File: src/pcm_map.vh
// Constants of the channel mode data path block
`ifndef PCM_MAP_VH
`define PCM_MAP_VH

// Channel operating modes
`define PCM_MODE_LAN       3'h0
`define PCM_MODE_WAN       3'h1
`define PCM_MODE_GBE       3'h2
`define PCM_MODE_RPT       3'h3

// Repeater sub rates
`define PCM_RPT_LAN        3'h0
`define PCM_RPT_GBE        3'h1
`define PCM_RPT_OTU2       3'h2
`define PCM_RPT_OTU1E      3'h3
`define PCM_RPT_OTU2E      3'h4

// Line and host serial rate codes
`define PCM_RATE_10G3      3'h0
`define PCM_RATE_9G95      3'h1
`define PCM_RATE_1G25      3'h2
`define PCM_RATE_10G7      3'h3
`define PCM_RATE_11G05     3'h4
`define PCM_RATE_11G1      3'h5

// Reference clock select results
`define PCM_REF_156M25     1'b0
`define PCM_REF_125M       1'b1

// Receive route codes
`define PCM_RT_PCS10       3'h0
`define PCM_RT_WIS_PCS10   3'h1
`define PCM_RT_PCS1        3'h2
`define PCM_RT_REPEAT      3'h3

// Negotiation timing: core clock in MHz, parallel detect window in us
`define PCM_CLK_MHZ        20
`define PCM_PD_WAIT_US     500
`define PCM_PD_CYCLES      (`PCM_PD_WAIT_US * `PCM_CLK_MHZ)

// Synchronizer loop filter shift
`define PCM_SYNC_SHIFT     4
`endif

File: src/pcm_channel.v
// Per-channel mode control and data path steering
`timescale 1ns/1ps
`include "pcm_map.vh"

module pcm_channel #(
   parameter DW       = 16,
   parameter AW       = 3,
   parameter CW       = 6,
   parameter PD_COUNT = `PCM_PD_CYCLES
) (
   // Clock and reset
   input  wire          core_clk,
   input  wire          rst_n,
   // Mode selection
   input  wire          path_rst,
   input  wire [2:0]    mode_sel,
   input  wire [2:0]    rpt_rate_sel,
   input  wire [1:0]    refsel_pins,
   input  wire          stages_en,
   input  wire          mac_en,
   input  wire          loopback_en,
   // Receive parallel data from line
   input  wire          rx_valid,
   input  wire [DW-1:0] rx_data,
   // Host side parallel output
   output reg           host_valid_q,
   output reg  [DW-1:0] host_data_q,
   // Line transmit parallel input and output
   input  wire          tx_valid,
   input  wire [DW-1:0] tx_data,
   output reg           line_valid_q,
   output reg  [DW-1:0] line_data_q,
   // Status of routing
   output reg  [2:0]    rx_route_q,
   output reg  [2:0]    line_rate_q,
   output reg  [2:0]    host_rate_q,
   output reg           ref_sel_q,
   output reg           stage_bypass_q,
   output reg           rate_fifo_sel_q,
   output reg           elastic_ovf_q,
   // Signal monitor
   input  wire          monitor_req,
   input  wire          monitor_unity,
   output reg           monitor_on_q,
   output reg           dfe_zero_q,
   output reg           adapt_en_q,
   // Negotiation
   input  wire          an_line_req,
   input  wire          an_host_req,
   input  wire [1:0]    an_mgmt_mode,
   input  wire          an_force_1g,
   input  wire          partner_adv_10g,
   input  wire          partner_adv_1g,
   input  wire          partner_an_seen,
   input  wire          sig_10g_lock,
   input  wire          sig_1g_lock,
   output reg           an_line_on_q,
   output reg           an_host_on_q,
   output reg           cru_1g_sel_q,
   output reg           an_done_q,
   // Serial transmit equalizer
   input  wire          ser_bit_en,
   input  wire          ser_bit,
   input  wire [CW-1:0] coef_pre,
   input  wire [CW-1:0] coef_main,
   input  wire [CW-1:0] coef_post,
   output wire [CW+1:0] fir_drive_q
);
   localparam DEPTH = 1 << AW;

   // Negotiation states
   localparam AN_IDLE  = 2'h0;
   localparam AN_WAIT  = 2'h1;
   localparam AN_DONE  = 2'h2;

   // ----------------------------------------------------------------
   // Mode decode and rate selection
   // ----------------------------------------------------------------
   reg [2:0] mode_q;
   reg       ref_caught_q;

   // Serial rate of a repeater sub rate, same on both sides
   function [2:0] rpt_rate;
      input [2:0] r;
      begin
         case (r)
            `PCM_RPT_GBE:   rpt_rate = `PCM_RATE_1G25;
            `PCM_RPT_OTU2:  rpt_rate = `PCM_RATE_10G7;
            `PCM_RPT_OTU1E: rpt_rate = `PCM_RATE_11G05;
            `PCM_RPT_OTU2E: rpt_rate = `PCM_RATE_11G1;
            default:        rpt_rate = `PCM_RATE_10G3;
         endcase
      end
   endfunction

   wire is_rpt = (mode_q == `PCM_MODE_RPT);
   // A LAN channel negotiated down to 1G counts as 1G for the monitor
   wire is_1g  = (mode_q == `PCM_MODE_GBE) || (is_rpt && rpt_rate_sel == `PCM_RPT_GBE)
               || (mode_q == `PCM_MODE_LAN && cru_1g_sel_q && an_done_q);
   wire run    = !path_rst;

   // Mode latched only while path is in reset; strap caught after release
   always @(posedge core_clk or negedge rst_n) begin
      if (!rst_n) begin
         mode_q       <= `PCM_MODE_LAN;
         ref_caught_q <= 1'b0;
         ref_sel_q    <= `PCM_REF_156M25;
      end else begin
         if (path_rst)
            mode_q <= mode_sel;
         if (!ref_caught_q) begin
            ref_caught_q <= 1'b1;
            ref_sel_q    <= (refsel_pins == 2'b10) ? `PCM_REF_125M
                                                  : `PCM_REF_156M25;
         end
      end
   end

   // Route and rate outputs follow the latched mode
   always @(posedge core_clk or negedge rst_n) begin
      if (!rst_n) begin
         rx_route_q      <= `PCM_RT_PCS10;
         line_rate_q     <= `PCM_RATE_10G3;
         host_rate_q     <= `PCM_RATE_10G3;
         stage_bypass_q  <= 1'b1;
         rate_fifo_sel_q <= 1'b1;
      end else begin
         stage_bypass_q  <= !stages_en || is_rpt;
         rate_fifo_sel_q <= !mac_en;
         case (mode_q)
            `PCM_MODE_WAN: begin
               rx_route_q  <= `PCM_RT_WIS_PCS10;
               line_rate_q <= `PCM_RATE_9G95;
               host_rate_q <= `PCM_RATE_10G3;
            end
            `PCM_MODE_GBE: begin
               rx_route_q  <= `PCM_RT_PCS1;
               line_rate_q <= `PCM_RATE_1G25;
               host_rate_q <= `PCM_RATE_1G25;
            end
            `PCM_MODE_RPT: begin
               rx_route_q  <= `PCM_RT_REPEAT;
               line_rate_q <= rpt_rate(rpt_rate_sel);
               host_rate_q <= rpt_rate(rpt_rate_sel);
            end
            default: begin
               rx_route_q  <= `PCM_RT_PCS10;
               line_rate_q <= (cru_1g_sel_q && an_done_q) ? `PCM_RATE_1G25
                                                          : `PCM_RATE_10G3;
               host_rate_q <= `PCM_RATE_10G3;
            end
         endcase
      end
   end

   // ----------------------------------------------------------------
   // Elastic buffer and repeater clock synchronizer
   // ----------------------------------------------------------------
   // Array holds words between receive and transmit phases
   reg [DW-1:0] ebuf [0:DEPTH-1];
   reg [AW-1:0] wr_ptr_q;
   reg [AW-1:0] rd_ptr_q;
   reg [AW:0]   fill_q;
   reg [AW+`PCM_SYNC_SHIFT:0] phase_acc_q;
   reg          rd_on_q;
   wire [AW:0]  half = DEPTH[AW:0] >> 1;
   wire         wr_go = run && rx_valid && (fill_q != DEPTH[AW:0]);
   // Low-pass filtered fill level paces reads, absorbing wander
   wire [AW:0]  filt = phase_acc_q[AW+`PCM_SYNC_SHIFT:`PCM_SYNC_SHIFT];
   // Reads start at half fill, then run until empty so no word is stranded
   wire         rd_go = run && (fill_q != {(AW+1){1'b0}}) && (rd_on_q || filt >= half || fill_q > half);

   always @(posedge core_clk) begin
      if (wr_go)
         ebuf[wr_ptr_q] <= rx_data;
   end

   // Pointers, fill and the filtering synchronizer loop
   always @(posedge core_clk or negedge rst_n) begin
      if (!rst_n) begin
         wr_ptr_q      <= {AW{1'b0}};
         rd_ptr_q      <= {AW{1'b0}};
         fill_q        <= {(AW+1){1'b0}};
         phase_acc_q   <= {(AW+`PCM_SYNC_SHIFT+1){1'b0}};
         elastic_ovf_q <= 1'b0;
         rd_on_q       <= 1'b0;
      end else if (path_rst) begin
         wr_ptr_q      <= {AW{1'b0}};
         rd_ptr_q      <= {AW{1'b0}};
         fill_q        <= {(AW+1){1'b0}};
         phase_acc_q   <= {(AW+`PCM_SYNC_SHIFT+1){1'b0}};
         elastic_ovf_q <= 1'b0;
         rd_on_q       <= 1'b0;
      end else begin
         // Read run ends only when the buffer is empty
         if (fill_q == {(AW+1){1'b0}})
            rd_on_q <= 1'b0;
         else if (filt >= half || fill_q > half)
            rd_on_q <= 1'b1;
         if (wr_go)
            wr_ptr_q <= wr_ptr_q + {{(AW-1){1'b0}}, 1'b1};
         if (rd_go)
            rd_ptr_q <= rd_ptr_q + {{(AW-1){1'b0}}, 1'b1};
         fill_q <= fill_q + {{AW{1'b0}}, wr_go} - {{AW{1'b0}}, rd_go};
         // First order filter: acc += fill - acc>>shift
         phase_acc_q <= phase_acc_q + {{`PCM_SYNC_SHIFT{1'b0}}, fill_q} - {{`PCM_SYNC_SHIFT{1'b0}}, filt};
         if (rx_valid && !wr_go)
            elastic_ovf_q <= 1'b1;
      end
   end

   // ----------------------------------------------------------------
   // Data steering to host and line outputs
   // ----------------------------------------------------------------
   // Repeater reads from buffer; loopback returns receive data to line
   always @(posedge core_clk or negedge rst_n) begin
      if (!rst_n) begin
         host_valid_q <= 1'b0;
         host_data_q  <= {DW{1'b0}};
         line_valid_q <= 1'b0;
         line_data_q  <= {DW{1'b0}};
      end else if (!run) begin
         host_valid_q <= 1'b0;
         line_valid_q <= 1'b0;
      end else begin
         if (is_rpt) begin
            host_valid_q <= rd_go;
            host_data_q  <= ebuf[rd_ptr_q];
         end else begin
            host_valid_q <= rx_valid;
            host_data_q  <= rx_data;
         end
         if (loopback_en) begin
            line_valid_q <= rx_valid;
            line_data_q  <= rx_data;
         end else begin
            line_valid_q <= tx_valid;
            line_data_q  <= tx_data;
         end
      end
   end

   // ----------------------------------------------------------------
   // Signal monitor gating
   // ----------------------------------------------------------------
   // Monitor refused in 1G; unity gain freezes equalization
   always @(posedge core_clk or negedge rst_n) begin
      if (!rst_n) begin
         monitor_on_q <= 1'b0;
         dfe_zero_q   <= 1'b0;
         adapt_en_q   <= 1'b1;
      end else begin
         monitor_on_q <= monitor_req && !is_1g;
         dfe_zero_q   <= monitor_req && !is_1g && monitor_unity;
         adapt_en_q   <= !(monitor_req && !is_1g && monitor_unity);
      end
   end

   // ----------------------------------------------------------------
   // Rate negotiation and parallel detection
   // ----------------------------------------------------------------
   reg [1:0]  an_st_q;
   reg [31:0] pd_cnt_q;
   wire an_side  = an_line_req || an_host_req;
   wire an_enab  = (an_mgmt_mode == 2'h1);
   wire an_force = (an_mgmt_mode == 2'h2);

   // Line side wins when both sides ask for negotiation
   always @(posedge core_clk or negedge rst_n) begin
      if (!rst_n) begin
         an_line_on_q <= 1'b0;
         an_host_on_q <= 1'b0;
      end else begin
         an_line_on_q <= an_enab && an_line_req;
         an_host_on_q <= an_enab && an_host_req && !an_line_req;
      end
   end

   // Priority: 10G over 1G, partner pages over signal lock; each timeout flips the recovery rate
   always @(posedge core_clk or negedge rst_n) begin
      if (!rst_n) begin
         an_st_q      <= AN_IDLE;
         pd_cnt_q     <= 32'h0;
         cru_1g_sel_q <= 1'b0;
         an_done_q    <= 1'b0;
      end else if (path_rst || is_rpt || mode_q == `PCM_MODE_WAN) begin
         an_st_q   <= AN_IDLE;
         pd_cnt_q  <= 32'h0;
         an_done_q <= 1'b0;
      end else if (an_force) begin
         cru_1g_sel_q <= an_force_1g;
         an_done_q    <= 1'b1;
         an_st_q      <= AN_DONE;
      end else begin
         case (an_st_q)
            AN_IDLE: begin
               if (an_enab && an_side) begin
                  an_st_q  <= AN_WAIT;
                  pd_cnt_q <= 32'h0;
               end
            end
            AN_WAIT: begin
               if (partner_an_seen && (partner_adv_10g || partner_adv_1g)) begin
                  cru_1g_sel_q <= !partner_adv_10g;
                  an_done_q    <= 1'b1;
                  an_st_q      <= AN_DONE;
               end else if (sig_10g_lock || sig_1g_lock) begin
                  cru_1g_sel_q <= !sig_10g_lock;
                  an_done_q    <= 1'b1;
                  an_st_q      <= AN_DONE;
               end else if (pd_cnt_q >= PD_COUNT - 1) begin
                  cru_1g_sel_q <= !cru_1g_sel_q;
                  pd_cnt_q     <= 32'h0;
               end else begin
                  pd_cnt_q <= pd_cnt_q + 32'h1;
               end
            end
            AN_DONE: begin
               if (!an_enab || !an_side) begin
                  an_st_q   <= AN_IDLE;
                  an_done_q <= 1'b0;
               end
            end
            default: an_st_q <= AN_IDLE;
         endcase
      end
   end

   // ----------------------------------------------------------------
   // Transmit equalizer
   // ----------------------------------------------------------------
   pcm_tx_fir #(
      .CW (CW)
   ) u_fir (
      .core_clk  (core_clk),
      .rst_n     (rst_n),
      .bit_en    (ser_bit_en),
      .bit_in    (ser_bit),
      .coef_pre  (coef_pre),
      .coef_main (coef_main),
      .coef_post (coef_post),
      .drive_q   (fir_drive_q)
   );
endmodule // pcm_channel

File: src/pcm_tx_fir.v
// Three tap transmit equalizer on the serial clock enable
`timescale 1ns/1ps
module pcm_tx_fir #(
   parameter CW = 6
) (
   // Clock and reset
   input  wire              core_clk,
   input  wire              rst_n,
   // Serial bit stream
   input  wire              bit_en,
   input  wire              bit_in,
   // Coefficients
   input  wire [CW-1:0]     coef_pre,
   input  wire [CW-1:0]     coef_main,
   input  wire [CW-1:0]     coef_post,
   // Summed drive level
   output reg  [CW+1:0]     drive_q
);
   reg [2:0] tap_q;

   // Weight a tap bit: polarity picks sign of the coefficient
   function [CW+1:0] weigh;
      input          b;
      input [CW-1:0] c;
      begin
         weigh = b ? {2'b00, c} : ((~{2'b00, c}) + {{(CW+1){1'b0}}, 1'b1});
      end
   endfunction

   // ----------------------------------------------------------------
   // Delay line and summation
   // ----------------------------------------------------------------
   // Three flops give pre, main and post cursor
   always @(posedge core_clk or negedge rst_n) begin
      if (!rst_n) begin
         tap_q   <= 3'h0;
         drive_q <= {(CW+2){1'b0}};
      end else if (bit_en) begin
         tap_q   <= {tap_q[1:0], bit_in};
         drive_q <= weigh(tap_q[0], coef_pre) + weigh(tap_q[1], coef_main)
                  + weigh(tap_q[2], coef_post);
      end
   end
endmodule // pcm_tx_fir

File: config.mk
export PLATFORM = sky130hd
export DESIGN_NAME = pcm_channel
export DESIGN_NICKNAME = d
export VERILOG_FILES = /design/src/pcm_channel.v /design/src/pcm_tx_fir.v
export VERILOG_INCLUDE_DIRS = /design/src
export SDC_FILE = /design/constraint.sdc
export NUM_CORES = 1
export LEC_CHECK = 0
export BUFFER_PORTS_ARGS = -buffer_cell sky130_fd_sc_hd__buf_4
export CAP_MARGIN = 10
export CORE_MARGIN = 2
export CORE_UTILIZATION = 53
export DETAILED_ROUTE_END_ITERATION = 12
export HOLD_SLACK_MARGIN = 0.08
export PLACE_DENSITY = 0.77
export REMOVE_ABC_BUFFERS = 1
export SLEW_MARGIN = 5
export SYNTH_ARGS = -nofsm -noshare
export SYNTH_HDL_FRONTEND = slang
export SYNTH_SLANG_ARGS = --single-unit
File: constraint.sdc
create_clock -name core_clk -period 3.3 [get_ports core_clk]
set_clock_uncertainty 0.2 [all_clocks]
set_input_delay 0.66 -clock core_clk [delete_from_list [all_inputs] [get_ports core_clk]]
set_output_delay 0.66 -clock core_clk [all_outputs]
set_load 0.01 [all_outputs]
==> key figures, run 1 <==
Outcome
  – Status: finished, final reports clean

Die
  – # rows: 54
  – Chip Width: 152.5 um
  – Die area: 0.02325 mm2
  – Initial Utilization: 53.70%
  – Core area: 0.02176 mm2
  – IO Pins: 142
  – Die height: 152.5 um

Logic synthesis
  – Synth Register Bits: 249
  – Synth warn: 0
  – EDFF count, synth: 128
  – Avg Cell Area, Syn: 12.98 um2
  – Area share of the largest cell type after synthesis: 32.90%
  – Async SR Flop Fraction: 48.59%
  – Ys flop type: edfxtp_1
  – Synthesized cell area: 0.01168 mm2
  – Commonest cells post-synth: edfxtp_1 (128), dfrtp_1 (118), nor2_1 (71)
  – Post-synthesis instance total: 900
  – Count leader, synth: edfxtp_1
  – Synth area leader: edfxtp_1
  – Register area share after synthesis: 58.85%
  – Cell variety after synth: 57
  – Synth area leaders: edfxtp_1 (33%), dfrtp_1 (25%), mux4_2 (6.2%)

STA
  – Final TNS setup: 0 ns
  – Setup WS post-layout: 0.1879 ns
  – Slew headroom: 37.96%
  – Period utilization: 94.31%
  – Fmax: 321.3 MHz
  – Final worst path period need: 3.112 ns
  – Final hold vios: 0
  – Worst Max-Slew Pin Slew: 0.9286 ns
  – Final Max Tran Viols: 0
  – Finish-stage setup viols: 0
  – RSZ-0062 raised after global routing: no

Worst setup path
  – Critical path class: in2reg
  – Startpoint type of the worst setup path: input pin
  – Critical Path AT: 3.32 ns
  – R2R cell count: 11
  – Critical Path Slowest Stage Cell: fa_1
  – CP Cell Sequence: buf_4 > inv_1 > ha_1 > mux2i_1 > fa_1 > inv_1 > ha_1 > fa_1 > a21o_1 > a21oi_1 > o21bai_1 > a21oi_1 > xnor2_1 > mux2_2
  – Critical path data required time: 3.51 ns
  – Crit path largest cell delay: 0.55 ns
  – Crit path max fanout: 2
  – CP Capture Type: flip-flop

Final layout
  – Ant. Diodes: 0
  – Layout fillers: 1613
  – Share of cells above drive strength 1: 27.78%
  – Synth-to-Final Area Change: 21.66%
  – Fin nets: 1205

Detailed routing
  – Remaining DRCs: 0
  – WL/cell: 17.83 um
  – Routed Antenna Nets: 0
  – Vias per inst: 5.508
  – Number of iterations in the first detailed-routing pass: 5
  – 1st-iter DRT viols: 543
  – WL final: 24570 um
  – Vias post-DR: 7590

Global routing
  – GR Overflow Total: 0
  – Vias in the first global route: 7793
  – Largest net degree at the start of global routing: 69
  – Total Routing Usage GR: 21.51%
  – First-pass GRT wire length: 40350 um
  – Initial antenna violation count: 1

Clock network
  – # H-tree levels: 1
  – CTS root buf: clkbuf_16
  – Clk sinks: 249
  – TritonCTS Buffers: 26
  – Setup Buffers After CTS: 0
  – Clk Latency, worst-skew pair: 0.53 ns
  – Register clock-pin slew on the reported worst setup and hold paths: 0.06 ns
  – CTS Buffer Depth: 3
  – CTS tree: done

Place
  – Final Wtd Congestion: 0.8439
  – Placement-stage worst setup slack: -0.3543 ns
  – Port bufs: 140
  – DP HPWL: 15900 um

Pwr
  – LEAKAGE: 5.904 nW
  – PD cells: 673.5 mW/mm2
  – Peak VDD IR: 0.5950 mV

Hold path
  – Type of the most critical hold path: in2reg
  – Hold depth: 2

Run
  – MaxCap Viol Count: 0
## sequential cells by signal, summed over array words and instances, names as in the netlist, 2 cells and up
| signal | cells |
|---|---|
| phase_acc_q | 8 |
| an_st_q | 2 |
| ebuf | 128 |
| u_fir.tap_q | 3 |
| u_fir.drive_q | 8 |
| fill_q | 4 |
| host_data_q | 16 |
| pd_cnt_q | 32 |
| rd_ptr_q | 3 |
| host_rate_q | 3 |
| rx_route_q | 2 |
| mode_q | 3 |
| line_rate_q | 3 |
| line_data_q | 16 |
| wr_ptr_q | 3 |
## report_power, final
part | switching [W] | total, W | internal (W)
sequential | 0.000178 | 0.00373 | 0.00355
combinational | 0.00139 | 0.00283 | 0.00145
clock | 0.00118 | 0.00301 | 0.00184
total | 0.00274 | 0.00957 | 0.00683
## routing by layer
metal	up-vias	share of wire, %	track usage, %	wire length [um]
li1	3573	-	-	-
met1	3792	42	28.86	10390
met2	193	51	37.39	12430
met3	30	5.6	4.010	1377
met4	2	1.5	3.968	366
met5	-	0.045	0	11
## critical path: cells and delay by family
family / cells / cell delay, ns
xor gates and xnor gates: 1 / 0.07
AOI/OAI and AO/OA: 4 / 0.64
muxes: 2 / 0.36
adders and majority gates: 4 / 1.42
buffers and inverters: 3 / 0.17
## cell type report
| type | instances | area (um2) | share of cell area, % |
|---|---|---|---|
| repair buffers | 189 | 1466 | 10.32 |
| inverters | 59 | 221.5 | 1.558 |
| flip-flops and latches | 249 | 6877 | 48.38 |
| clock buffers | 33 | 708.2 | 4.983 |
| clock inverters | 14 | 185.2 | 1.303 |
| multi-input cells | 554 | 4404 | 30.99 |
| well taps | 280 | 350.3 | 2.465 |
## placed cells by master, fill, tap and decap left out, types with 4 or more instances in the layout
master and count:
a21o_1 10, a21oi_1 54, a31oi_1 16, and3_1 9
buf_4 182, bufinv_16 4, clkbuf_1 5, clkbuf_16 27
clkinv_1 4, dfrtp_1 117, dlygate4sd3_1 4, edfxtp_1 128
fa_1 13, ha_1 33, inv_1 59, mux2_2 13
mux2i_1 41, mux4_2 32, nand2_1 60, nand2b_1 11
nand3_1 12, nor2_1 71, nor2_4 20, nor2b_1 7
nor3_1 15, nor4_1 9, o21ai_0 40, o21bai_1 4
or3_1 5, xnor2_1 34, xor2_1 6
## through the flow
step | total power (W) | instances | hold slack [ns] | area (um2) | utilization (%)
finish | 0.009573 | 1378 | 0.1032 | 14210 | 65.33
global route | 0.01016 | 1378 | 0.09730 | 14210 | 65.33
detailed placement | 0.006616 | 1327 | 0.2527 | 13280 | 61.04
CTS | 0.009687 | 1378 | 0.08371 | 14210 | 65.33
global placement | 0.006525 | 1327 | 0.2427 | 13280 | 61.04
floorplan | 0.005677 | 862 | 0.1644 | 11490 | -
## final timing paths
check	slack, ns	to	start
min	0.10	an_host_on_q	an_line_req
max in group asynchronous	1.62	adapt_en_q	rst_n
max	0.19	u_fir.drive_q[7]	coef_main[0]
min reg2reg	0.26	ref_sel_q	ref_caught_q
max reg2reg	0.20	u_fir.drive_q[7]	u_fir.tap_q[1]
min in group asynchronous	0.54	host_data_q[12]	rst_n
## repair_timing
item	CTS	global route
gates resized for setup	0	0
hold endpoints to repair	50	0
hold buffers	4	0
## kinds of logic (layout without fill, tap and decap cells)
kind of cell             after synthesis  after routing  share of synthesized area [%]
multiplexers                          86             86                          10.93
adder cells (fa/ha/maj)               46             46                          5.762
AO/OA/AOI/OAI                        142            142                          7.101
other                                  2              2                        0.06428
AND/OR/NAND/NOR                      238            238                          10.75
flip-flops                           249            249                          58.85
XOR/XNOR                              40             40                          2.999
buffers and inverters                 97            295                          3.534
Power figures use the tool's default switching activity.
==> inputs of run 2 (changes only) <==
- RECOVER_POWER: not set -> 50
==> key figures, run 2 (synthesis results as in run 1) <==
STA
  – Period utilization: 94.21% (-0.097 points)
  – Final TNS setup: 0 ns (unchanged)
  – Final hold vios: 0 (unchanged)
  – Final Max Tran Viols: 18 (+18)
  – Setup WS post-layout: 0.1911 ns (+0.003217 ns)
  – Finish-stage setup viols: 0 (unchanged)
  – Worst Max-Slew Pin Slew: 1.733 ns (+0.8047 ns)
  – Slew headroom: -15.56% (-54 points)
  – Fmax: 321.7 MHz (+0.10%)
  – Final worst path period need: 3.109 ns (-0.003217 ns)
  – RSZ-0062 raised after global routing: no

Detailed routing
  – WL/cell: 17.76 um (-0.41%)
  – Vias per inst: 5.486 (-0.40%)
  – Vias post-DR: 7560 (-0.40%)
  – 1st-iter DRT viols: 534 (-1.7%)
  – Remaining DRCs: 0 (unchanged)
  – Routed Antenna Nets: 0 (unchanged)
  – Number of iterations in the first detailed-routing pass: 5 (unchanged)
  – WL final: 24470 um (-0.41%)

Die
  – Die height: 152.5 um (unchanged)
  – # rows: 54 (unchanged)
  – Die area: 0.02325 mm2 (unchanged)
  – Initial Utilization: 53.70% (unchanged)
  – Chip Width: 152.5 um (unchanged)
  – Core area: 0.02176 mm2 (unchanged)
  – IO Pins: 142 (unchanged)

Clock network
  – Setup Buffers After CTS: 0 (unchanged)
  – CTS tree: done
  – CTS root buf: clkbuf_16
  – TritonCTS Buffers: 26 (unchanged)
  – CTS Buffer Depth: 3 (unchanged)
  – Register clock-pin slew on the reported worst setup and hold paths: 0.06 ns (about the same)
  – Clk Latency, worst-skew pair: 0.53 ns (about the same)
  – # H-tree levels: 1 (unchanged)
  – Cts repair resizes: 0 (unchanged)
  – Clk sinks: 249 (unchanged)

Final layout
  – Reg with most FFs: ebuf
  – Leading cell types in the layout, fill and taps excluded: buf_4 (158), edfxtp_1 (128), dfrtp_1 (117), nor2_1 (71), nand2_1 (60)
  – Biggest regs: ebuf: 128 flops, pd_cnt_q: 32 flops
  – Largest register FFs: 128 (unchanged)
  – Most common cell after layout, fill and taps aside: buf_4
  – Share of cells above drive strength 1: 25.96% (-1.8 points)
  – Synth-to-Final Area Change: 20.84%
  – Ant. Diodes: 0 (unchanged)
  – Fin nets: 1205 (unchanged)
  – Fin cells: 1378 (unchanged)

Worst setup path
  – FF-to-FF End: u_fir.drive_q[7]
  – Critical path class: in2reg
  – Crit path max fanout: 2 (unchanged)
  – Critical Path AT: 3.32 ns (about the same)
  – Setup crit start: coef_main[0]
  – CP Cell Sequence: buf_4 > inv_1 > ha_1 > mux2i_1 > fa_1 > inv_1 > ha_1 > fa_1 > a21o_1 > a21oi_1 > o21bai_1 > a21oi_1 > xnor2_1 > mux2_2
  – CP top delay family: adder cells
  – Reg2Reg Setup Slack: 0.20 ns (about the same)
  – Critical Path Slowest Stage Cell: fa_1
  – CP Capture Type: flip-flop
  – R2R cell count: 11 (unchanged)
  – Startpoint type of the worst setup path: input pin
  – CP Buf/Inv Count: 3 (unchanged)
  – Crit path largest cell delay: 0.55 ns (about the same)
  – Critical path data required time: 3.51 ns (about the same)
  – Origin of the critical flop-to-flop path: u_fir.tap_q[2]

Hold path
  – Hold EP: an_host_on_q
  – Hold depth: 2 (unchanged)
  – Min-delay src: an_line_req
  – Type of the most critical hold path: in2reg

Place
  – DP HPWL: 15900 um (unchanged)
  – Final Wtd Congestion: 0.8439 (unchanged)
  – Port bufs: 140 (unchanged)
  – Cells after DPL: 1327 (unchanged)
  – Placement-stage worst setup slack: -0.3543 ns (unchanged)

Outcome
  – Failing checks: max-capacitance violations, max-slew violations
  – Status: finished with violations

Global routing
  – First-pass GRT wire length: 40350 um (unchanged)
  – Initial antenna violation count: 1 (unchanged)
  – Largest net degree at the start of global routing: 69 (unchanged)
  – GR Overflow Total: 0 (unchanged)
  – Vias in the first global route: 7793 (unchanged)
  – Total Routing Usage GR: 21.51% (unchanged)

Pwr
  – Peak VDD IR: 0.5951 mV (about the same)
  – PD cells: 677.3 mW/mm2 (+0.56%)
  – Final Total Pwr: 0.009561 W (-0.12%)
  – LEAKAGE: 5.824 nW (-1.4%)

Run
  – MaxCap Viol Count: 1 (+1)
-- run 2: cell count changes in the layout (fill, tap and decap cells not counted) --
cell | previous run | this run
buf_4 | 182 | 158
clkbuf_1 | 5 | 25
clkbuf_2 | 0 | 3
clkbuf_4 | 0 | 2
and2_0 | 0 | 1
and2_1 | 1 | 0
buf_12 | 3 | 2
-- run 2: area by class of cell --
type,count,area [um2]
timing repair buffer,189,1371
sequential,249,6877
multi-input combinational,554,4404
tap,280,350.3
clock inverter,14,185.2
clock buffer,33,708.2
inverter,59,221.5
fill,1639,7639
-- run 2: how the worst max path moves through the flow --
stage               slack (ns)  cells after the start                to
global route              0.04                     11  u_fir.drive_q[7]
global placement         -0.30                     14  u_fir.drive_q[7]
detailed placement       -0.35                     14  u_fir.drive_q[7]
CTS                       0.20                     14  u_fir.drive_q[7]
floorplan                -0.19                     13  u_fir.drive_q[7]
finish                    0.19                     14  u_fir.drive_q[7]
-- run 2: through the flow --
| stage | hold WS [ns] | cell area, um2 | util, % |
|---|---|---|---|
| 6_report | 0.1028 | 14120 | 64.89 |
| 5_1_grt | 0.09730 | 14120 | 64.89 |
| 4_1_cts | 0.08371 | 14210 | 65.33 |
| 3_5_place_dp | 0.2527 | 13280 | 61.04 |
| 3_3_place_gp | 0.2427 | 13280 | 61.04 |
| 2_1_floorplan | 0.1644 | 11490 | - |
-- run 2: what timing repair did --
item,4_1_cts,5_1_grt
hold endpoints to repair,50,0
endpoints found under the setup margin,0,0
hold buffers,4,0
-- run 2: metal layers --
metal / vias up / GRT usage (%) / share of wire, %
li1: 3577 / - / -
met1: 3764 / 28.86 / 43
met2: 187 / 37.39 / 50
met3: 30 / 4.010 / 5.4
met4: 2 / 3.968 / 1.5
met5: - / 0 / 0.045
-- run 2: where the power goes --
group / switching [W] / total, W / internal (W)
sequential: 0.000178 / 0.00373 / 0.00355
clock: 0.00118 / 0.00301 / 0.00184
combinational: 0.00138 / 0.00282 / 0.00144
